### src/rrpc_pkg.sv
`default_nettype none
// ==========================================================
// constants for the remote register poll check block
package rrpc_pkg;
    // register indices; byte address is four times the index
    localparam logic [5:0] RRPC_IDX_FIRST = 6'h12; // first line-side copy
    localparam logic [5:0] RRPC_IDX_LAST_POLL = 6'h18; // last pollable copy
    localparam logic [5:0] RRPC_IDX_LAST = 6'h1F; // end of line-side copies
    localparam logic [5:0] RRPC_IDX_CTRL = 6'h19; // remote_check_control
    localparam logic [5:0] RRPC_IDX_FETCH = 6'h1F; // remote_fetched_byte
    localparam logic [5:0] RRPC_IDX_IRQ_STAT = 6'h20;
    localparam logic [5:0] RRPC_IDX_IRQ_CLR = 6'h21;
    localparam logic [5:0] RRPC_IDX_IRQ_EN = 6'h22;
    localparam int RRPC_NUM_SHADOW = 7; // 0x12 .. 0x18
    // control register fields
    localparam int RRPC_BIT_POLL = 7;
    localparam int RRPC_BIT_MATCH = 6;
    localparam int RRPC_OFS_LSB = 0;
    localparam int RRPC_OFS_W = 4;
    localparam int RRPC_DATA_W = 8;
    // interrupt layout
    localparam int RRPC_IRQ_W = 1;
    localparam int RRPC_IRQ_DONE = 0;
    // reset values
    localparam logic [7:0] RRPC_BYTE_RST = 8'h00;
    localparam logic [3:0] RRPC_OFS_RST = 4'h0;
    localparam logic [31:0] RRPC_WORD_ZERO = 32'h0000_0000;
    // timing
    localparam int RRPC_POLL_TIME_US = 600;
    localparam int RRPC_CLK_MHZ = 100;
    localparam int RRPC_POLL_CYCLES = RRPC_POLL_TIME_US * RRPC_CLK_MHZ;
    // poll sequencer states
    typedef enum logic [1:0] {
        RRPC_ST_IDLE = 2'b00,
        RRPC_ST_FETCH = 2'b01,
        RRPC_ST_WAIT = 2'b10
    } rrpc_state_t;
endpackage
`default_nettype wire

### src/rrpc_top.sv
// Chosen here: register access over AHB-Lite.
`default_nettype none
module rrpc_top
    import rrpc_pkg::*;
#(
    parameter int POLL_CYCLES = RRPC_POLL_CYCLES
) (
    input wire logic clk_i,
    input wire logic rst_n_i,
    // ahb-lite slave
    input wire logic hsel_i,
    input wire logic [7:0] haddr_i,
    input wire logic [1:0] htrans_i,
    input wire logic hwrite_i,
    input wire logic [2:0] hsize_i,
    input wire logic [31:0] hwdata_i,
    input wire logic hready_i,
    output logic [31:0] hrdata_o,
    output logic hreadyout_o,
    output logic hresp_o,
    // fetch port toward the line-side device
    output logic ls_rd_req_o,
    output logic [3:0] ls_rd_addr_o,
    input wire logic ls_rd_ack_i,
    input wire logic [7:0] ls_rd_data_i,
    // interrupt
    output logic irq_o
);
    localparam int TW = $clog2(POLL_CYCLES + 1);
    localparam logic [TW-1:0] T_LAST = TW'(POLL_CYCLES - 1);
    localparam logic [TW-1:0] T_ZERO = '0;

    // ==========================================================
    // bus address phase capture
    logic [5:0] addr_q, addr_d;
    logic wr_q, wr_d, rd_wait_q, rd_wait_d;
    logic [31:0] hrdata_q, hrdata_d;
    logic accept;
    logic wr_ctrl, wr_shadow, wr_clr, wr_en;
    logic [7:0] wbyte;

    assign accept = hsel_i & htrans_i[1] & hready_i;
    assign wbyte = hwdata_i[7:0];
    assign wr_ctrl = wr_q && (addr_q == RRPC_IDX_CTRL);
    assign wr_shadow = wr_q && (addr_q >= RRPC_IDX_FIRST) && (addr_q <= RRPC_IDX_LAST_POLL);
    assign wr_clr = wr_q && (addr_q == RRPC_IDX_IRQ_CLR);
    assign wr_en = wr_q && (addr_q == RRPC_IDX_IRQ_EN);

    // ==========================================================
    // poll state
    rrpc_state_t st_q, st_d;
    logic poll_q, poll_d, match_q, match_d;
    logic [3:0] ofs_q, ofs_d;
    logic [7:0] fetched_q, fetched_d;
    logic [TW-1:0] tmr_q, tmr_d;
    logic [7:0] shadow_q [RRPC_NUM_SHADOW];
    logic [7:0] shadow_sel;
    logic busy, done;
    logic [RRPC_IRQ_W-1:0] stat_q, stat_d, en_q, en_d;

    assign busy = (st_q != RRPC_ST_IDLE);
    assign done = (st_q == RRPC_ST_WAIT) && (tmr_q == T_LAST);

    // local copy of the selected register, zero outside the pollable range
    always_comb begin
        shadow_sel = RRPC_BYTE_RST;
        if (ofs_q < 4'(RRPC_NUM_SHADOW)) begin
            shadow_sel = shadow_q[3'(ofs_q)];
        end
    end

    // bus next state; reads take one wait state so data leave a flop
    always_comb begin
        addr_d = addr_q;
        wr_d = 1'b0;
        rd_wait_d = 1'b0;
        hrdata_d = hrdata_q;
        if (accept) begin
            addr_d = haddr_i[7:2];
            wr_d = hwrite_i;
            rd_wait_d = ~hwrite_i;
        end
        if (rd_wait_q) begin
            hrdata_d = RRPC_WORD_ZERO; // unmapped and reserved read as zero
            if (addr_q >= RRPC_IDX_FIRST && addr_q <= RRPC_IDX_LAST_POLL) begin
                hrdata_d[7:0] = shadow_q[3'(addr_q - RRPC_IDX_FIRST)];
            end else if (addr_q == RRPC_IDX_CTRL) begin
                hrdata_d[RRPC_BIT_POLL] = poll_q;
                hrdata_d[RRPC_BIT_MATCH] = match_q;
                hrdata_d[RRPC_OFS_LSB +: RRPC_OFS_W] = ofs_q;
            end else if (addr_q == RRPC_IDX_FETCH) begin
                hrdata_d[7:0] = fetched_q;
            end else if (addr_q == RRPC_IDX_IRQ_STAT) begin
                hrdata_d[RRPC_IRQ_W-1:0] = stat_q;
            end else if (addr_q == RRPC_IDX_IRQ_EN) begin
                hrdata_d[RRPC_IRQ_W-1:0] = en_q;
            end
        end
    end

    // bus registers
    always_ff @(posedge clk_i or negedge rst_n_i) begin
        if (!rst_n_i) begin
            addr_q <= 6'h00;
            wr_q <= 1'b0;
            rd_wait_q <= 1'b0;
            hrdata_q <= RRPC_WORD_ZERO;
        end else begin
            addr_q <= addr_d;
            wr_q <= wr_d;
            rd_wait_q <= rd_wait_d;
            hrdata_q <= hrdata_d;
        end
    end

    assign hrdata_o = hrdata_q;
    assign hreadyout_o = ~rd_wait_q;
    assign hresp_o = 1'b0;

    // ==========================================================
    // local copies written by software
    always_ff @(posedge clk_i or negedge rst_n_i) begin
        if (!rst_n_i) begin
            for (int i = 0; i < RRPC_NUM_SHADOW; i++) begin
                shadow_q[i] <= RRPC_BYTE_RST;
            end
        end else if (wr_shadow) begin
            shadow_q[3'(addr_q - RRPC_IDX_FIRST)] <= wbyte;
        end
    end

    // ==========================================================
    // poll sequencer next state
    always_comb begin
        st_d = st_q;
        poll_d = poll_q;
        match_d = match_q;
        ofs_d = ofs_q;
        fetched_d = fetched_q;
        tmr_d = tmr_q;
        case (st_q)
            RRPC_ST_IDLE: begin
                tmr_d = T_ZERO;
                if (wr_ctrl) begin
                    ofs_d = wbyte[RRPC_OFS_LSB +: RRPC_OFS_W];
                    if (wbyte[RRPC_BIT_POLL]) begin
                        poll_d = 1'b1;
                        st_d = RRPC_ST_FETCH;
                    end
                end
            end
            RRPC_ST_FETCH: begin
                // writes to request and offset ignored here
                tmr_d = (tmr_q == T_LAST) ? tmr_q : tmr_q + 1'b1;
                if (ls_rd_ack_i) begin
                    fetched_d = ls_rd_data_i;
                    st_d = RRPC_ST_WAIT;
                end
            end
            RRPC_ST_WAIT: begin
                if (tmr_q == T_LAST) begin
                    match_d = (fetched_q == shadow_sel);
                    poll_d = 1'b0;
                    st_d = RRPC_ST_IDLE;
                end else begin
                    tmr_d = tmr_q + 1'b1;
                end
            end
            default: begin
                st_d = RRPC_ST_IDLE;
                poll_d = 1'b0;
            end
        endcase
    end

    // poll sequencer registers; flag and fetched byte have no write path
    always_ff @(posedge clk_i or negedge rst_n_i) begin
        if (!rst_n_i) begin
            st_q <= RRPC_ST_IDLE;
            poll_q <= 1'b0;
            match_q <= 1'b0;
            ofs_q <= RRPC_OFS_RST;
            fetched_q <= RRPC_BYTE_RST;
            tmr_q <= T_ZERO;
        end else begin
            st_q <= st_d;
            poll_q <= poll_d;
            match_q <= match_d;
            ofs_q <= ofs_d;
            fetched_q <= fetched_d;
            tmr_q <= tmr_d;
        end
    end

    // fetch request held until the line side answers
    assign ls_rd_req_o = (st_q == RRPC_ST_FETCH);
    assign ls_rd_addr_o = ofs_q;

    // ==========================================================
    // interrupt: sticky status, set wins over clear
    always_comb begin
        stat_d = stat_q;
        en_d = en_q;
        if (wr_clr) begin
            stat_d = stat_q & ~hwdata_i[RRPC_IRQ_W-1:0];
        end
        if (done) begin
            stat_d[RRPC_IRQ_DONE] = 1'b1;
        end
        if (wr_en) begin
            en_d = hwdata_i[RRPC_IRQ_W-1:0];
        end
    end

    always_ff @(posedge clk_i or negedge rst_n_i) begin
        if (!rst_n_i) begin
            stat_q <= '0;
            en_q <= '0;
        end else begin
            stat_q <= stat_d;
            en_q <= en_d;
        end
    end

    assign irq_o = |(stat_q & en_q);
endmodule
`default_nettype wire

### config.mk
export PLATFORM = sky130hd
export DESIGN_NAME = rrpc_top
export DESIGN_NICKNAME = d
export VERILOG_FILES = /design/src/rrpc_pkg.sv /design/src/rrpc_top.sv
export SDC_FILE = /design/constraint.sdc
export NUM_CORES = 1
export LEC_CHECK = 0
export ABC_AREA = 1
export BUFFER_PORTS_ARGS = -buffer_cell sky130_fd_sc_hd__buf_2
export CAP_MARGIN = 20
export CORE_AREA = 2 2 113 115
export CTS_CLUSTER_DIAMETER = 120
export DETAILED_ROUTE_END_ITERATION = 10
export DIE_AREA = 0 0 115 117
export PLACE_DENSITY = 0.67
export REMOVE_ABC_BUFFERS = 1
export SLEW_MARGIN = 20
export SYNTH_ARGS = -nofsm -noshare
export SYNTH_HDL_FRONTEND = slang
export SYNTH_SLANG_ARGS = --single-unit
### constraint.sdc
create_clock -name clk_i -period 5.2 [get_ports clk_i]
set_input_delay 0.78 -clock clk_i [delete_from_list [all_inputs] [get_ports clk_i]]
set_output_delay 0.78 -clock clk_i [all_outputs]
set_load 0.05 [all_outputs]
==> results.yml, run 1 <==
power_and_ir_drop:
  power.leakage_nw: 3.33
  power_density_nw_per_um2: 346
  irDropWorstVdd_uv: 189
  total_power_mw: 2.20
cells_and_area:
  area_delta_synth_final_pct: 9.67
  drive_gt1_share_pct: 11.1
  n_fill_cell: 1210
  final_cell_mix: "197 x nand2_1, 106 x dfrtp_1, 75 x o21ai_0"
  antenna_cells: 0
  final_common_cell: "nand2_1"
  nets: 857
cts:
  post_cts_buffers: 0
  clock-root-buffer: "clkbuf_16"
  clockBufferDepth: 2
  clkLatencyLatePin_ns: 0.35
  cts_buffers: 9
  htree_levels: 3
  cts_sinks: 106
  cts_resized: 0
  holdBufCountCts: 0
  path_clk_slew_ns: 0.07
  cts_tree: "done"
sta:
  fmax_mhz: 403
  slew_headroom_pct: 38.6
  skew_ns: 0.00484
  period_needed_ns: 2.48
  finalHoldViolations: 0
  drv_slew: 0
  rsz0062_at_grt: "no"
  fin_crit_sh_pct: 47.7
  tightestPinTransition_ns: 0.921
  setup_viol: 0
  tns_ns: 0
placed_design:
  gp_congestion: 0.883
  hpwl_um: 10900
  port_buffers: 43
floorplanning:
  dieWidth_um: 115
  die_y_um: 117
  core_um2: 12300
  dieArea_um2: 13500
  ios: 99
  initial_utilization_pct: 47.1
  core.rowCount: 41
min_path:
  min_path_type: "reg2reg"
  hold_path_depth: 2
grt:
  grtUsageTotal_pct: 25.5
  grt_max_degree: 75
  grt_pass1_vias: 4857
  grt_pass1_wl_um: 25900
  antenna_found_initial: 0
  overflow: 0
critical_path:
  cp-endpoint: "match_q"
  crit_fanout: 17
  critPathMaxStageDelay_ns: 0.80
  r2r_start: "ls_rd_addr_o[1]"
  cp_cell_sequence: "inv_2, nor2_1, nand2_1, nand3_1, nand3_1, nand2_1, nand2_1, nor2_1, nand3_1, nand2_1"
  rr_endpoint: "match_q"
  cp_data_arrival_time_ns: 2.78
  cp.required_ns: 5.50
  crit_start: "ls_rd_addr_o[1]"
  cp-start-kind: "register"
  cp_slowest_cell: "dfrtp_1"
  reg2reg_slack_ns: 2.72
  crit_top_cell: "nand2_1"
  crit_type: "reg2reg"
  worstSetupEndpointType: "register"
  r2r_cells: 10
route:
  wl_per_cell_um: 17.1
  drt_iter0_markers: 511
  firstDrtPassIters: 5
  wirelength_um: 16200
  ant_nets: 0
  drc: 0
  num_vias: 5287
  routed_via_density: 5.60
synth:
  async_flop_share_pct: 100
  synth-edff-count: 0
  ys_ff_latch: 106
  syn_avg_cell_area_um2: 7.67
  synth_cell_type_count: 43
  synth_top_area_share_pct: 45.8
  yosysWarnings: 0
  synth_ff_type: "dfrtp_1"
  syn_area_um2: 5800
  synthCells: 756
  ys_seq_area_share_pct: 45.8
  synth_largest_area_cell: "dfrtp_1"
  synth_area_leaders: "dfrtp_1 46%, nand2_1 13%, o21ai_0 6.5%, nand3_1 4.7%, inv_1 4.7%"
job:
  max_cap_viol_count: 0
outcome:
  status: "finished, final reports clean"
==> routing by layer <==
metal  up-vias  part of all wire (%)  track usage (%)
met4         0                   3.0             10.7
met2       238                    46             40.3
met1      2518                    43             33.9
met5         -                     0                0
met3        36                   8.5             6.28
li1       2495                     -                -
==> synthesized netlist by cell type, types with 2 or more instances <==
cell and instances:
o211ai_1 4, nand2_4 2, a221oi_1 4, o221ai_1 3, nor2_2 2, inv_1 73
o22ai_1 8, a22oi_1 2, nand3_1 55, buf_6 3, a21oi_1 30, nor2_1 66
a211oi_1 2, buf_2 11, clkbuf_1 9, o21ai_0 75, buf_4 25, nand3_2 3
nand4_1 13, a31oi_1 3, nand2_1 197, nor3_1 3, xor2_1 4, dfrtp_1 106
inv_4 2, o21ai_1 17, o21ai_2 2, inv_2 5, nand2_2 5, ha_1 9
==> metrics by stage <==
step / setup WS (ns) / instances / util [%] / instance area, um2 / hold WS (ns)
after floorplan: 2.79 / 732 / - / 5580 / 0.449
after global placement: 2.82 / 928 / 48.8 / 6000 / 0.468
after detailed placement: 2.81 / 928 / 48.8 / 6000 / 0.473
after CTS: 2.78 / 944 / 51.6 / 6350 / 0.491
after global routing: 2.51 / 944 / 51.6 / 6360 / 0.512
final: 2.72 / 944 / 51.6 / 6360 / 0.487
==> flip-flops by register name, summed over array words and instances (netlist names), 2 cells and up <==
signal,count
shadow_q,56
tmr_q,16
fetched_q,8
hrdata_o,8
addr_q,6
ls_rd_addr_o,4
st_q,2
==> cell type report <==
| class | count | area [um2] | area share (%) |
|---|---|---|---|
| Inverter | 81 | 309 | 4.86 |
| Sequential cell | 106 | 2650 | 41.7 |
| Tap cell | 150 | 188 | 2.95 |
| Clock buffer | 10 | 239 | 3.76 |
| Multi-Input combinational cell | 545 | 2620 | 41.2 |
| Timing Repair Buffer | 46 | 240 | 3.78 |
| Clock inverter | 6 | 111 | 1.75 |
==> worst min path at each step <==
stage	startpoint	to	slack (ns)
after global placement	shadow_q[15]	shadow_q[15]	0.47
final	shadow_q[19]	shadow_q[19]	0.49
after detailed placement	shadow_q[19]	shadow_q[19]	0.47
after floorplan	match_q	match_q	0.45
after CTS	shadow_q[19]	shadow_q[19]	0.49
after global routing	shadow_q[22]	shadow_q[22]	0.51
==> power breakdown <==
part	total [mW]	switching, mW	internal [mW]
sequential	0.958	0.0596	0.898
clock	0.804	0.319	0.485
combinational	0.436	0.321	0.115
==> logic make-up after synthesis <==
logic type               Yosys count  share of synthesized area (%)
AO/OA/AOI/OAI                    157                           15.2
XOR/XNOR                           4                          0.604
adder cells (fa/ha/maj)            9                           1.94
buffers and inverters            129                           10.7
flip-flops                       106                           45.8
multiplexers                       1                          0.194
other                              1                         0.0647
AND/OR/NAND/NOR                  349                           25.5
==> critical path: cells and delay by family (launching register included) <==
kind / cells / cell delay (ns)
buffers and inverters: 1 / 0.36
AND/OR/NAND/NOR: 9 / 1.25
flip-flops: 1 / 0.80
No activity file was read; power rests on OpenSTA's default activity.
==> run 2, diff against run 1 <==
PLACE_DENSITY = 0.7   (was 0.67)
clock period = 2.1 ns   (was 5.2 ns; I/O delays follow)
==> results.yml, run 2 (synthesized netlist as in run 1, its figures left out) <==
outcome:
  status: "finished, final reports clean"
grt:
  overflow: 0
  grtUsageMet3_pct: 5.77
  met1_usage_pct: 31.6
  grt_pass1_vias: 5026
  grtUsageTotal_pct: 24.5
  grt_pass1_wl_um: 25200
  gr-max-usage-layer: "met2"
  use_met2_pct: 40.0
  grt_max_degree: 67
  antenna_found_initial: 0
critical_path:
  cp.required_ns: 2.37
  worstSetupEndpointType: "register"
  cp_slowest_cell: "dfrtp_1"
  crit_type: "reg2reg"
  cp-endpoint: "shadow_q[18]"
  critPathMaxStageDelay_ns: 0.45
  cp_cell_sequence: "inv_2, ha_1, inv_1, nor2_2, o21ai_2, inv_4, nand2_4, nor2_4, nand2_2, o21ai_0"
  rr_endpoint: "shadow_q[18]"
  cp-start-kind: "register"
  reg2reg_slack_ns: 0.18
  crit_start: "addr_q[1]"
  r2r_start: "addr_q[1]"
  r2r_cells: 10
  cp_data_arrival_time_ns: 2.19
  crit_fanout: 16
cells_and_area:
  largest_reg_flops: 56
  drive_gt1_share_pct: 13.8
  nets: 882
  reg_top3: "shadow_q (56), tmr_q (16)"
  area_delta_synth_final_pct: 13.2
  postLayoutCellArea_um2: 6560
  final_cell_mix: "197 x nand2_1, 105 x dfrtp_1, 74 x o21ai_0"
  antenna_cells: 0
  regMostFlops: "shadow_q"
  final_common_cell: "nand2_1"
floorplanning:
  core.rowCount: 41
  ios: 99
  dieWidth_um: 115
  die_y_um: 117
  core_um2: 12300
  dieArea_um2: 13500
  initial_utilization_pct: 47.1
min_path:
  min_path_type: "in2reg"
  hold_path_depth: 2
power_and_ir_drop:
  power.leakage_nw: 3.43
  irDropWorstVdd_uv: 634
  total_power_mw: 5.15
  power_density_nw_per_um2: 785
sta:
  period_needed_ns: 1.92
  slew_headroom_pct: 56.9
  tightestPinTransition_ns: 0.645
  setup_viol: 0
  skew_ns: 0.0108
  drv_slew: 0
  finalHoldViolations: 0
  fmax_mhz: 521
  rsz0062_at_grt: "no"
  fin_crit_sh_pct: 91.5
cts:
  clkLatencyLatePin_ns: 0.36
  clockBufferDepth: 2
  cts_tree: "done"
  htree_levels: 3
  post_cts_buffers: 0
  cts_sinks: 106
  clock-root-buffer: "clkbuf_16"
  cts_buffers: 9
  path_clk_slew_ns: 0.08
placed_design:
  gp_congestion: 0.926
  port_buffers: 43
  dpl_cell_area_um2: 6220
  hpwl_um: 10800
route:
  ant_nets: 0
  wirelength_um: 15500
  routed_via_density: 5.43
  drc: 0
  num_vias: 5257
  wl_per_cell_um: 15.9
  firstDrtPassIters: 5
  drt_iter0_markers: 455
job:
  max_cap_viol_count: 0
-- run 2: worst min-delay path by stage --
stage / startpoint / to / slack, ns
6_report: hwrite_i / rd_wait_q / 0.12
5_1_grt: hwrite_i / rd_wait_q / 0.11
4_1_cts: hwrite_i / rd_wait_q / 0.11
3_5_place_dp: rst_n_i / ls_rd_addr_o[1] / 0.31
3_3_place_gp: rst_n_i / ls_rd_addr_o[1] / 0.31
2_1_floorplan: rst_n_i / addr_q[0] / 0.02
-- run 2: worst max-delay path, delay by kind of cell, from the launching register on --
kind / cells / cell delay [ns]
flops: 1 / 0.45
buf+inv: 3 / 0.25
fa+ha+maj: 1 / 0.15
simple gates: 4 / 0.61
compound gates: 2 / 0.37
-- run 2: report_power, final --
part	switching [mW]	leakage [nW]	total (mW)	internal, mW
sequential	0.148	1.08	2.37	2.22
clock	0.829	0.141	1.66	0.836
combinational	0.778	2.21	1.11	0.333
-- run 2: layer usage --
layer	wire length, um	up-vias
li1	-	2546
met1	6620	2469
met2	7140	195
met3	1130	47
met4	563	0
met5	0	-
-- run 2: repair_timing --
item	4_1_cts	5_1_grt
setup endpoints to repair	0	19
gates resized for setup	0	7
hold buffers	1	0
endpoints found under the hold margin	76	0
-- run 2: final cells by class --
cell class / instances / area (um2)
Inverter: 81 / 309
Clock buffer: 9 / 225
Tap cell: 150 / 188
Fill cell: 1191 / 5750
Clock inverter: 7 / 70.1
Sequential cell: 106 / 2650
Timing Repair Buffer: 71 / 468
Multi-Input combinational cell: 545 / 2650
-- run 2: stage by stage --
stage	cells	hold WS, ns	TNS, ns	setup slack [ns]	util [%]
4_1_cts	969	0.110	0	0.152	53.0
5_1_grt	969	0.114	0	0.0110	53.3
3_3_place_gp	952	0.309	0	0.190	50.5
6_report	969	0.117	0	0.179	53.3
3_5_place_dp	952	0.310	0	0.167	50.5
2_1_floorplan	732	0.0194	-0.305	-0.305	-
